[config.mk]
export PLATFORM = sky130hd
export DESIGN_NAME = pri_interrupt_control
export DESIGN_NICKNAME = d
export VERILOG_FILES = /design/src/core/pri_pkg.sv /design/src/core/pri_arbiter.sv /design/src/core/pri_interrupt_control.sv /design/src/core/pri_pin_sync.sv
export SDC_FILE = /design/constraint.sdc
export NUM_CORES = 1
export LEC_CHECK = 0
export BUFFER_PORTS_ARGS = -buffer_cell sky130_fd_sc_hd__buf_4
export CORE_UTILIZATION = 42
export CTS_CLUSTER_SIZE = 10
export DETAILED_ROUTE_END_ITERATION = 10
export PLACE_DENSITY = 0.66
export SKIP_CTS_REPAIR_TIMING = 1
export SLEW_MARGIN = 20
export SYNTH_ARGS = -nofsm -noshare
export SYNTH_HDL_FRONTEND = slang
export SYNTH_SLANG_ARGS = --single-unit
[constraint.sdc]
create_clock -name clk -period 12.45 [get_ports clk]
set_clock_uncertainty 0.15 [all_clocks]
set_input_delay 1.8675 -clock clk [delete_from_list [all_inputs] [get_ports clk]]
set_output_delay 1.8675 -clock clk [all_outputs]
set_load 0.01 [all_outputs]
[src/core/pri_pkg.sv]
/*
  Shared constants of the priority interrupt controller: register offsets,
  field positions, reset values and source layout.
  Assumes a 32-bit AHB-Lite bus with registers on aligned words.
*/
package pri_pkg;

  localparam int NSRC = 5;
  localparam int REG_W = 16;
  localparam int OFS_W = 8;

  // Word offsets on the bus
  localparam logic [OFS_W-1:0] OFS_STATUS = 8'h00;
  localparam logic [OFS_W-1:0] OFS_CORE = 8'h04;
  localparam logic [OFS_W-1:0] OFS_ICTL = 8'h08;
  localparam logic [OFS_W-1:0] OFS_FLAGS = 8'h0C;
  localparam logic [OFS_W-1:0] OFS_ENABLE = 8'h10;
  localparam logic [OFS_W-1:0] OFS_PRIO12 = 8'h14;
  localparam logic [OFS_W-1:0] OFS_PRIOX = 8'h18;
  localparam logic [OFS_W-1:0] OFS_CAPTURE = 8'h1C;
  localparam logic [OFS_W-1:0] OFS_EVT_STAT = 8'h20;
  localparam logic [OFS_W-1:0] OFS_EVT_CLR = 8'h24;
  localparam logic [OFS_W-1:0] OFS_EVT_EN = 8'h28;

  // Status word, core control and control one fields
  localparam int LEVEL_LSB = 5;
  localparam int PRIO_W = 3;
  localparam int LVL_W = 4;
  localparam int MSB_BIT = 3;
  localparam int NEST_DIS_BIT = 15;

  // Sources: 0 calendar, 1 pin four, 2 pin three, 3 two-wire master, 4 slave
  localparam int FLAG_POS [NSRC] = '{14, 6, 5, 2, 1};
  localparam bit PRIO_IN_12 [NSRC] = '{1'b0, 1'b0, 1'b0, 1'b1, 1'b1};
  localparam int PRIO_LSB [NSRC] = '{0, 4, 8, 8, 4};
  localparam logic [PRIO_W-1:0] PRIO_RST = 3'h4;
  localparam int PIN_FOUR = 1;
  localparam int PIN_THREE = 2;

  // Capture register layout
  localparam int CAP_VEC_LSB = 0;
  localparam int CAP_VEC_W = 7;
  localparam int CAP_LVL_LSB = 8;

  // Event status bits
  localparam int EVT_W = 3;
  localparam int EVT_ACCEPT = 0;
  localparam int EVT_TRAP = 1;
  localparam int EVT_FLAG = 2;

  typedef logic [PRIO_W-1:0] pri_prio_t;
  typedef logic [LVL_W-1:0] pri_level_t;

endpackage : pri_pkg

[src/core/pri_arbiter.sv]
/*
  Combinational selection of the highest-priority eligible source.
  Assumes the caller registers its outputs.
*/
`timescale 1ns/1ps
module pri_arbiter #(
  parameter int NSRC = 5,
  parameter int IDX_W = 3
) (
  input wire logic [NSRC-1:0] pend,
  input wire logic [NSRC*3-1:0] prio,
  input wire logic [3:0] cur_level,
  output logic valid,
  output logic [IDX_W-1:0] idx,
  output logic [2:0] level
);

  always_comb
  begin
    logic [2:0] p;
    valid = 1'b0;
    idx = '0;
    level = '0;
    p = '0;
    // Lower index wins a tie, hence the downward walk with >=
    for (int i = NSRC - 1; i >= 0; i--)
    begin
      p = prio[i*3 +: 3];
      if (pend[i] && (p != 3'h0) && ({1'b0, p} > cur_level) && (!valid || p >= level)) // [RQ11] [RQ19]
      begin
        valid = 1'b1;
        idx = IDX_W'(i);
        level = p;
      end
    end
  end

endmodule : pri_arbiter

[src/core/pri_interrupt_control.sv]
/*
  Priority interrupt control slice: CPU priority level, request flags,
  enables, priority fields, capture register and level stack, reached
  over AHB-Lite.
  Assumes peripheral request lines are one-cycle pulses on clk, external
  pins are asynchronous, and the core acknowledges on clk.
*/
//
// Behaviour
// [RQ1] Level is msb bit above three status bits
// [RQ2] Msb priority bit read-only to software
// [RQ3] Accepted request latches vector and level
// [RQ4] Status bits 7..5 hold level; 7 blocks users
// [RQ5] Msb set maps codes to levels 8..15
// [RQ6] Status level bits read-only when nesting disabled
// [RQ7] Status bits 15..9 read zero, ignore writes
// [RQ8] Flag bit positions 14, 6, 5, 2, 1
// [RQ9] Flags hardware-set, software read/write, reset zero
// [RQ10] Two-wire priorities at bits 10..8 and 6..4
// [RQ11] Priority 111 highest, 000 disables source
// [RQ12] Priority fields reset to level four
// [RQ13] No preemption while nesting disabled
// [RQ14] Software: mode, priority, clear flag, enable
// [RQ15] Software clears flag before enabling source
// [RQ16] Software may give all sources equal priority
// [RQ17] Service routine clears its flag before return
// [RQ18] Traps at levels 8..15 never masked
// [RQ19] Request needs flag, enable, priority above level
`timescale 1ns/1ps
module pri_interrupt_control #(
  parameter int STACK_DEPTH = 4,
  parameter logic [6:0] VEC_BASE = 7'h08 // Arbitrary vector base
) (
  input wire logic clk,
  input wire logic reset_n,
  input wire logic hsel,
  input wire logic [31:0] haddr,
  input wire logic [1:0] htrans,
  input wire logic hwrite,
  input wire logic [2:0] hsize,
  input wire logic [31:0] hwdata,
  input wire logic hready,
  output logic hreadyout,
  output logic [31:0] hrdata,
  output logic hresp,
  input wire logic calendar_clock_req,
  input wire logic external_pin_four,
  input wire logic external_pin_three,
  input wire logic two_wire_b_master_req,
  input wire logic two_wire_b_slave_req,
  input wire logic core_ack,
  input wire logic core_return,
  input wire logic trap_enter,
  input wire logic [pri_pkg::PRIO_W-1:0] trap_level,
  output logic core_req,
  output logic [pri_pkg::CAP_VEC_W-1:0] core_vector,
  output logic [pri_pkg::LVL_W-1:0] core_level,
  output logic irq_out
);
  import pri_pkg::*;

  localparam int IDX_W = 3;
  localparam int PTR_W = $clog2(STACK_DEPTH + 1);

  // Bus pipeline state
  logic wr_pend_reg;
  logic [OFS_W-1:0] wr_addr_reg;
  logic rd_pend_reg;
  logic [OFS_W-1:0] rd_addr_reg;
  logic hready_reg;
  logic [31:0] hrdata_reg;

  // Block state
  logic [PRIO_W-1:0] lvl_bits_reg;
  logic msb_reg;
  logic nest_dis_reg;
  logic [NSRC-1:0] flag_reg;
  logic [NSRC-1:0] en_reg;
  pri_prio_t prio_reg [NSRC];
  logic [CAP_VEC_W-1:0] cap_vec_reg;
  pri_level_t cap_lvl_reg;
  logic [EVT_W-1:0] evt_stat_reg;
  logic [EVT_W-1:0] evt_en_reg;
  pri_level_t stack_reg [STACK_DEPTH];
  logic [PTR_W-1:0] ptr_reg;
  logic core_req_reg;
  logic [CAP_VEC_W-1:0] core_vector_reg;
  pri_level_t core_level_reg;
  logic irq_reg;

  // Address phase decode
  wire addr_ok = hsel & htrans[1] & hready;
  wire wr_start = addr_ok & hwrite;
  wire rd_start = addr_ok & ~hwrite;
  wire [OFS_W-1:0] a_ofs = haddr[OFS_W-1:0];

  // Data phase write strobes
  wire [REG_W-1:0] wd = hwdata[REG_W-1:0];
  wire wr_status = wr_pend_reg && (wr_addr_reg == OFS_STATUS);
  wire wr_ictl = wr_pend_reg && (wr_addr_reg == OFS_ICTL);
  wire wr_flags = wr_pend_reg && (wr_addr_reg == OFS_FLAGS);
  wire wr_enable = wr_pend_reg && (wr_addr_reg == OFS_ENABLE);
  wire wr_prio12 = wr_pend_reg && (wr_addr_reg == OFS_PRIO12);
  wire wr_priox = wr_pend_reg && (wr_addr_reg == OFS_PRIOX);
  wire wr_evt_clr = wr_pend_reg && (wr_addr_reg == OFS_EVT_CLR);
  wire wr_evt_en = wr_pend_reg && (wr_addr_reg == OFS_EVT_EN);

  // Request sources
  logic [1:0] pin_rise;
  pri_pin_sync #(
    .W(2)
  ) pri_pin_sync_i (
    .clk(clk),
    .reset_n(reset_n),
    .pin_in({external_pin_four, external_pin_three}),
    .rise(pin_rise)
  );

  wire [NSRC-1:0] set_pulse = {two_wire_b_slave_req, two_wire_b_master_req,
                               pin_rise[0], pin_rise[1], calendar_clock_req};

  // Current level: msb above the three status bits
  wire [LVL_W-1:0] cur_level = {msb_reg, lvl_bits_reg}; // [RQ1] [RQ5]
  wire in_service = (ptr_reg != '0);
  wire [LVL_W-1:0] stack_top = stack_reg[ptr_reg == '0 ? 0 : 32'(ptr_reg) - 1];

  // Arbitration over flagged and enabled sources
  logic [NSRC*3-1:0] prio_flat;
  logic arb_valid;
  logic [IDX_W-1:0] arb_idx;
  logic [PRIO_W-1:0] arb_level;

  pri_arbiter #(
    .NSRC(NSRC),
    .IDX_W(IDX_W)
  ) pri_arbiter_i (
    .pend(flag_reg & en_reg), // [RQ19]
    .prio(prio_flat),
    .cur_level(cur_level), // [RQ18]
    .valid(arb_valid),
    .idx(arb_idx),
    .level(arb_level)
  );

  // Level changes, in order of precedence: trap, accept, return, software write
  wire accept = core_ack & core_req_reg & ~trap_enter;
  wire pop = core_return & in_service & ~trap_enter & ~accept;
  wire push = trap_enter | accept;
  wire sw_level = wr_status & ~nest_dis_reg; // [RQ6]

  wire [PRIO_W-1:0] lvl_bits_next = trap_enter ? trap_level :
                                    accept ? core_level_reg[PRIO_W-1:0] :
                                    pop ? stack_top[PRIO_W-1:0] :
                                    sw_level ? wd[LEVEL_LSB +: PRIO_W] : lvl_bits_reg; // [RQ4]
  // Only traps and returns move the msb; no bus path reaches it
  wire msb_next = trap_enter ? 1'b1 : pop ? stack_top[MSB_BIT] : msb_reg; // [RQ2] [RQ18]

  // While nesting is off, a user request cannot preempt a running routine
  wire req_next = arb_valid & ~(nest_dis_reg & in_service) & ~push; // [RQ13]

  // Flags, enables and priority fields per source
  logic [NSRC-1:0] flag_next;
  logic [NSRC-1:0] en_next;
  pri_prio_t prio_next [NSRC];
  logic [REG_W-1:0] flags_word;
  logic [REG_W-1:0] enable_word;
  logic [REG_W-1:0] prio12_word;
  logic [REG_W-1:0] priox_word;

  genvar gi;
  generate
    for (gi = 0; gi < NSRC; gi++)
    begin : g_src
      // A hardware set in the clearing cycle still lands
      assign flag_next[gi] = (wr_flags ? wd[FLAG_POS[gi]] : flag_reg[gi])
                             | set_pulse[gi]; // [RQ8] [RQ9]
      assign en_next[gi] = wr_enable ? wd[FLAG_POS[gi]] : en_reg[gi];
      assign prio_next[gi] = ((PRIO_IN_12[gi] && wr_prio12) || (!PRIO_IN_12[gi] && wr_priox))
                             ? wd[PRIO_LSB[gi] +: PRIO_W] : prio_reg[gi]; // [RQ10]
      assign prio_flat[gi*3 +: 3] = prio_reg[gi];
    end
  endgenerate

  function automatic logic [REG_W-1:0] pack_bits(input logic [NSRC-1:0] v);
    logic [REG_W-1:0] r;
    r = '0;
    for (int i = 0; i < NSRC; i++)
    begin
      r[FLAG_POS[i]] = v[i];
    end
    return r;
  endfunction : pack_bits

  function automatic logic [REG_W-1:0] pack_prio(input logic in12, input logic [NSRC*3-1:0] p);
    logic [REG_W-1:0] r;
    r = '0;
    for (int i = 0; i < NSRC; i++)
    begin
      if (PRIO_IN_12[i] == in12)
      begin
        r[PRIO_LSB[i] +: PRIO_W] = p[i*3 +: 3];
      end
    end
    return r;
  endfunction : pack_prio

  assign flags_word = pack_bits(flag_reg);
  assign enable_word = pack_bits(en_reg);
  assign prio12_word = pack_prio(1'b1, prio_flat);
  assign priox_word = pack_prio(1'b0, prio_flat);

  // Events: sticky, set wins over clear
  wire [EVT_W-1:0] evt_set = {|(set_pulse & ~flag_reg), trap_enter, accept};
  wire [EVT_W-1:0] evt_clr = wr_evt_clr ? wd[EVT_W-1:0] : '0;
  wire [EVT_W-1:0] evt_stat_next = (evt_stat_reg & ~evt_clr) | evt_set;
  wire [EVT_W-1:0] evt_en_next = wr_evt_en ? wd[EVT_W-1:0] : evt_en_reg;

  // Read mux; unmapped and write-only words read zero
  wire [REG_W-1:0] status_word = {7'h00, 1'b0, lvl_bits_reg, 5'h00}; // [RQ7]
  wire [REG_W-1:0] core_word = REG_W'({msb_reg, 3'h0});
  wire [REG_W-1:0] ictl_word = {nest_dis_reg, 15'h0000};
  wire [REG_W-1:0] cap_word = {4'h0, cap_lvl_reg, 1'b0, cap_vec_reg};
  wire [REG_W-1:0] rd_word =
    (rd_addr_reg == OFS_STATUS) ? status_word :
    (rd_addr_reg == OFS_CORE) ? core_word :
    (rd_addr_reg == OFS_ICTL) ? ictl_word :
    (rd_addr_reg == OFS_FLAGS) ? flags_word :
    (rd_addr_reg == OFS_ENABLE) ? enable_word :
    (rd_addr_reg == OFS_PRIO12) ? prio12_word :
    (rd_addr_reg == OFS_PRIOX) ? priox_word :
    (rd_addr_reg == OFS_CAPTURE) ? cap_word :
    (rd_addr_reg == OFS_EVT_STAT) ? REG_W'(evt_stat_reg) :
    (rd_addr_reg == OFS_EVT_EN) ? REG_W'(evt_en_reg) : 16'h0000;

  // Bus slave. Reads take one wait state so a write in the preceding
  // data phase is already visible to them.
  always_ff @(posedge clk)
  begin
    if (!reset_n)
    begin
      wr_pend_reg <= 1'b0;
      wr_addr_reg <= '0;
      rd_pend_reg <= 1'b0;
      rd_addr_reg <= '0;
      hready_reg <= 1'b1;
      hrdata_reg <= 32'h0000_0000;
    end
    else
    begin
      wr_pend_reg <= wr_start;
      rd_pend_reg <= rd_start;
      if (addr_ok)
      begin
        wr_addr_reg <= a_ofs;
        rd_addr_reg <= a_ofs;
      end
      hready_reg <= ~rd_start;
      if (rd_pend_reg)
      begin
        hrdata_reg <= {16'h0000, rd_word};
      end
    end
  end

  // Level, nesting mode and capture
  always_ff @(posedge clk)
  begin
    if (!reset_n)
    begin
      lvl_bits_reg <= '0;
      msb_reg <= 1'b0;
      nest_dis_reg <= 1'b0;
      cap_vec_reg <= '0;
      cap_lvl_reg <= '0;
    end
    else
    begin
      lvl_bits_reg <= lvl_bits_next;
      msb_reg <= msb_next;
      if (wr_ictl)
      begin
        nest_dis_reg <= wd[NEST_DIS_BIT];
      end
      if (accept)
      begin
        cap_vec_reg <= core_vector_reg; // [RQ3]
        cap_lvl_reg <= core_level_reg; // [RQ3]
      end
    end
  end

  // Saved levels; a push beyond the depth overwrites the top entry
  always_ff @(posedge clk)
  begin
    if (!reset_n)
    begin
      ptr_reg <= '0;
    end
    else if (push)
    begin
      stack_reg[ptr_reg == PTR_W'(STACK_DEPTH) ? STACK_DEPTH - 1 : 32'(ptr_reg)] <= cur_level;
      if (ptr_reg != PTR_W'(STACK_DEPTH))
      begin
        ptr_reg <= ptr_reg + PTR_W'(1);
      end
    end
    else if (pop)
    begin
      ptr_reg <= ptr_reg - PTR_W'(1);
    end
  end

  // Source registers
  always_ff @(posedge clk)
  begin
    if (!reset_n)
    begin
      flag_reg <= '0; // [RQ9]
      en_reg <= '0;
      for (int i = 0; i < NSRC; i++)
      begin
        prio_reg[i] <= PRIO_RST; // [RQ12]
      end
    end
    else
    begin
      flag_reg <= flag_next;
      en_reg <= en_next;
      prio_reg <= prio_next;
    end
  end

  // Core side and interrupt output
  always_ff @(posedge clk)
  begin
    if (!reset_n)
    begin
      core_req_reg <= 1'b0;
      core_vector_reg <= '0;
      core_level_reg <= '0;
      evt_stat_reg <= '0;
      evt_en_reg <= '0;
      irq_reg <= 1'b0;
    end
    else
    begin
      core_req_reg <= req_next;
      core_vector_reg <= VEC_BASE + CAP_VEC_W'(arb_idx);
      core_level_reg <= {1'b0, arb_level};
      evt_stat_reg <= evt_stat_next;
      evt_en_reg <= evt_en_next;
      irq_reg <= |(evt_stat_next & evt_en_next);
    end
  end

  assign hreadyout = hready_reg;
  assign hrdata = hrdata_reg;
  assign hresp = 1'b0;
  assign core_req = core_req_reg;
  assign core_vector = core_vector_reg;
  assign core_level = core_level_reg;
  assign irq_out = irq_reg;

endmodule : pri_interrupt_control

[src/core/pri_pin_sync.sv]
/*
  Two-flop synchroniser with rising-edge pulse for external request pins.
  Assumes pins are asynchronous to clk.
*/
`timescale 1ns/1ps
module pri_pin_sync #(
  parameter int W = 2
) (
  input wire logic clk,
  input wire logic reset_n,
  input wire logic [W-1:0] pin_in,
  output logic [W-1:0] rise
);

  logic [W-1:0] s1_reg;
  logic [W-1:0] s2_reg;
  logic [W-1:0] s3_reg;

  always_ff @(posedge clk)
  begin
    if (!reset_n)
    begin
      s1_reg <= '0;
      s2_reg <= '0;
      s3_reg <= '0;
    end
    else
    begin
      s1_reg <= pin_in;
      s2_reg <= s1_reg;
      s3_reg <= s2_reg;
    end
  end

  // Edge taken from the settled stages only
  assign rise = s2_reg & ~s3_reg;

endmodule : pri_pin_sync

==> results.md <==
- Predominant post-synthesis flop cell: dfxtp_1
- Diode count: 0
- Final WS setup: 4.92 ns
- Asr flop ratio synth: 0%
- Sequential element share of the synthesized area: 40.2%
- Largest net degree at the start of global routing: 83
- #FFs+latches synth: 101
- Outcome: finished, final reports clean
- All-Layer GR Usage: 21.5%
- Synth warn: 0
- Most Frequent Cell on Critical Path: ha_1
- Min-delay worst type: reg2reg
- Die Span Y: 116 um
- Starting Density: 43.0%
- Max_cap viols: 0
- Nets@finish: 759
- Post-synthesis cell count: 601
- Die area: 13400 um^2
- Setup crit end kind: register
- H-tree depth: 3
- Vias: 4589
- Post-DR wirelength/cell: 16.8 um
- Post-synth EDFFs: 16
- Final Max Slew Viols: 0
- Clock power share: 36.3%
- Critical Path AT: 7.64 ns
- Crit path max-delay cell type: a311oi_1
- Core area: 12600 um^2
- Rel. slew slack: 45.6%
- Pwr Density: 115 nW/um^2
- Final Wtd Congestion: 0.866
- Critical path required time: 12.56 ns
- # port buffers: 59
- Switching Share: 26.1%
- Max reg flops: 16
- Setup-failing EPs final: 0
- Dpl ws: 5.11 ns
- P&R area growth vs syn: 12.5%
- CP max stage delay: 0.58 ns
- Tmin final: 7.53 ns
- Mean post-synth cell area: 9.03 um^2
- FMAX: 133 MHz
- DRT iter0 DRCs: 474
- Vias in the first global route: 4245
- Crit start category: register
- Final worst-path cycle share: 60.5%
- Antenna violations before repair: 0
- I/O Pins: 132
- CTS tree: done
- Final wirelength: 13800 um
- # DRC: 0
- Leakage: 2.33 nW
- Clock-pin slew on the worst setup and hold paths: 0.06 ns
- Mapped Area: 5430 um^2
- CTS Root Cell: clkbuf_16
- Pre-antenna DRT Iters: 5
- Layout cells sized above 1: 14.9%
- Worst VDD drop: 0.0722 mV
- Row count: 41
- Detail Route Antenna Nets: 0
- First-pass GRT wire length: 21800 um
- Worst skew pair latency: 0.35 ns
- Dpl hpwl: 10200 um
- Worst-path maximum fanout: 8
- Gr ovfl total: 0
- Die Wd: 116 um
- Placed cells: 807
- Final Hold Fails: 0
- Yosys cell types: 67
- Final Util: 48.4%
- RSZ-0062 raised after global routing: false
- Number of buffers created by CTS: 9
- Switch Pwr: 0.183 mW
- Post-route cell area: 6110 um^2
- Internal Power: 0.518 mW
- Worst Tran Pin Value: 0.813 ns
- Avg Vias per Cell: 5.58
- Setup_tns: 0 ns
- Clk buf depth: 2
- DP Area: 5840 um^2
- Layout Cells excl Fill: 823
- Critical path class: reg2reg
- Reg power frac: 51.0%
- Clock sinks: 101
- Combinational share of power: 12.7%
[synthesized netlist by cell type (4+ instances only)]
cell	count	area share [%]
and3_1	9	1.0
a22oi_1	7	0.97
or2_2	5	0.58
nor3_1	10	0.92
mux2i_1	10	1.8
dfxtp_1	85	31
nor2_1	16	1.1
nand3_1	35	3.2
and2_1	14	1.6
inv_1	26	1.8
a222oi_1	5	0.92
clkbuf_8	4	1.0
a21boi_0	40	5.5
a21oi_1	17	1.6
edfxtp_1	16	8.9
nor2b_1	10	1.2
nand2b_1	11	1.3
o21ai_0	24	2.2
o221ai_1	4	0.65
o21a_1	10	1.4
a31oi_1	9	1.0
o31ai_1	5	0.69
nand2_1	88	6.1
clkbuf_1	17	1.2
ha_1	27	6.2
o22ai_1	8	0.92
buf_4	25	3.5
[final timing paths]
check | from | slack, ns | cells past startpoint | endpoint
max | lvl_bits_reg[2]$_SDFFE_PN0P_ | 4.92 | 31 | core_vector[2]$_SDFF_PP0_
min | pri_pin_sync_i.s1_reg[1]$_SDFF_PN0_ | 0.30 | 1 | pri_pin_sync_i.s2_reg[1]$_SDFF_PN0_
max reg2reg | lvl_bits_reg[2]$_SDFFE_PN0P_ | 4.92 | 31 | core_vector[2]$_SDFF_PP0_
min reg2reg | pri_pin_sync_i.s1_reg[1]$_SDFF_PN0_ | 0.30 | 1 | pri_pin_sync_i.s2_reg[1]$_SDFF_PN0_
[critical path: cells and delay by family (launching register included)]
kind,cells,cell delay (ns)
compound gates,15,3.44
simple gates,9,1.66
fa+ha+maj,5,1.41
flops,1,0.47
buf+inv,2,0.30
[cell families after synthesis]
group	Yosys count	synth area share, %
fa+ha+maj	28	6.59
other cells	1	0.0691
buf+inv	76	8.02
mux	15	3.50
xor+xnor	2	0.323
simple gates	223	21.1
compound gates	155	20.2
flops	101	40.2
[placed cells by master, fill, tap and decap left out, types with 4 or more instances in the layout]
cell	netlist	final
inv_1	26	26
o21a_1	10	10
and2_1	14	14
nand2b_1	11	11
a222oi_1	5	5
nand2_1	88	88
clkbuf_16	0	9
buf_4	25	60
or2_2	5	5
o22ai_1	8	8
a22oi_1	7	7
nor2_1	16	16
a21boi_0	40	40
a21oi_1	17	17
dfxtp_1	85	85
nand3_1	35	35
mux2i_1	10	10
a31oi_1	9	9
edfxtp_1	16	16
ha_1	27	27
o31ai_1	5	5
nor2b_1	10	10
o21ai_0	24	24
nor3_1	10	10
conb_1	1	24
o221ai_1	4	4
and3_1	9	9
[power groups by stage]
stage          sequential, mW  combinational [mW]  clock [mW]
4_1_cts                 0.357              0.0891       0.258
2_1_floorplan           0.358              0.0703           0
3_5_place_dp            0.365              0.0888           0
5_1_grt                 0.359               0.100       0.270
6_report                0.358              0.0894       0.255
3_3_place_gp            0.364              0.0837           0
[per-stage QoR]
stage                     hold slack, ns  power [mW]
after floorplan                    0.262       0.428
after global placement             0.275       0.448
after detailed placement           0.272       0.453
after CTS                          0.308       0.704
after global routing               0.313       0.729
final                              0.297       0.702
[layer usage]
layer	vias up	track usage [%]	part of all wire [%]
met3	20	4.55	6.8
met5	-	0	0
li1	2202	-	-
met4	0	6.32	2.0
met2	184	34.2	46
met1	2183	29.5	45
[final cells by class]
class / count / area, um^2
Sequential cell: 101 / 2180
Clock inverter: 4 / 25.0
Fill cell: 1223 / 6510
Tap cell: 172 / 215
Clock buffer: 12 / 236
Multi-Input combinational cell: 447 / 2900
Inverter: 27 / 101
Timing Repair Buffer: 60 / 450
(Power assumes the default switching activity.)
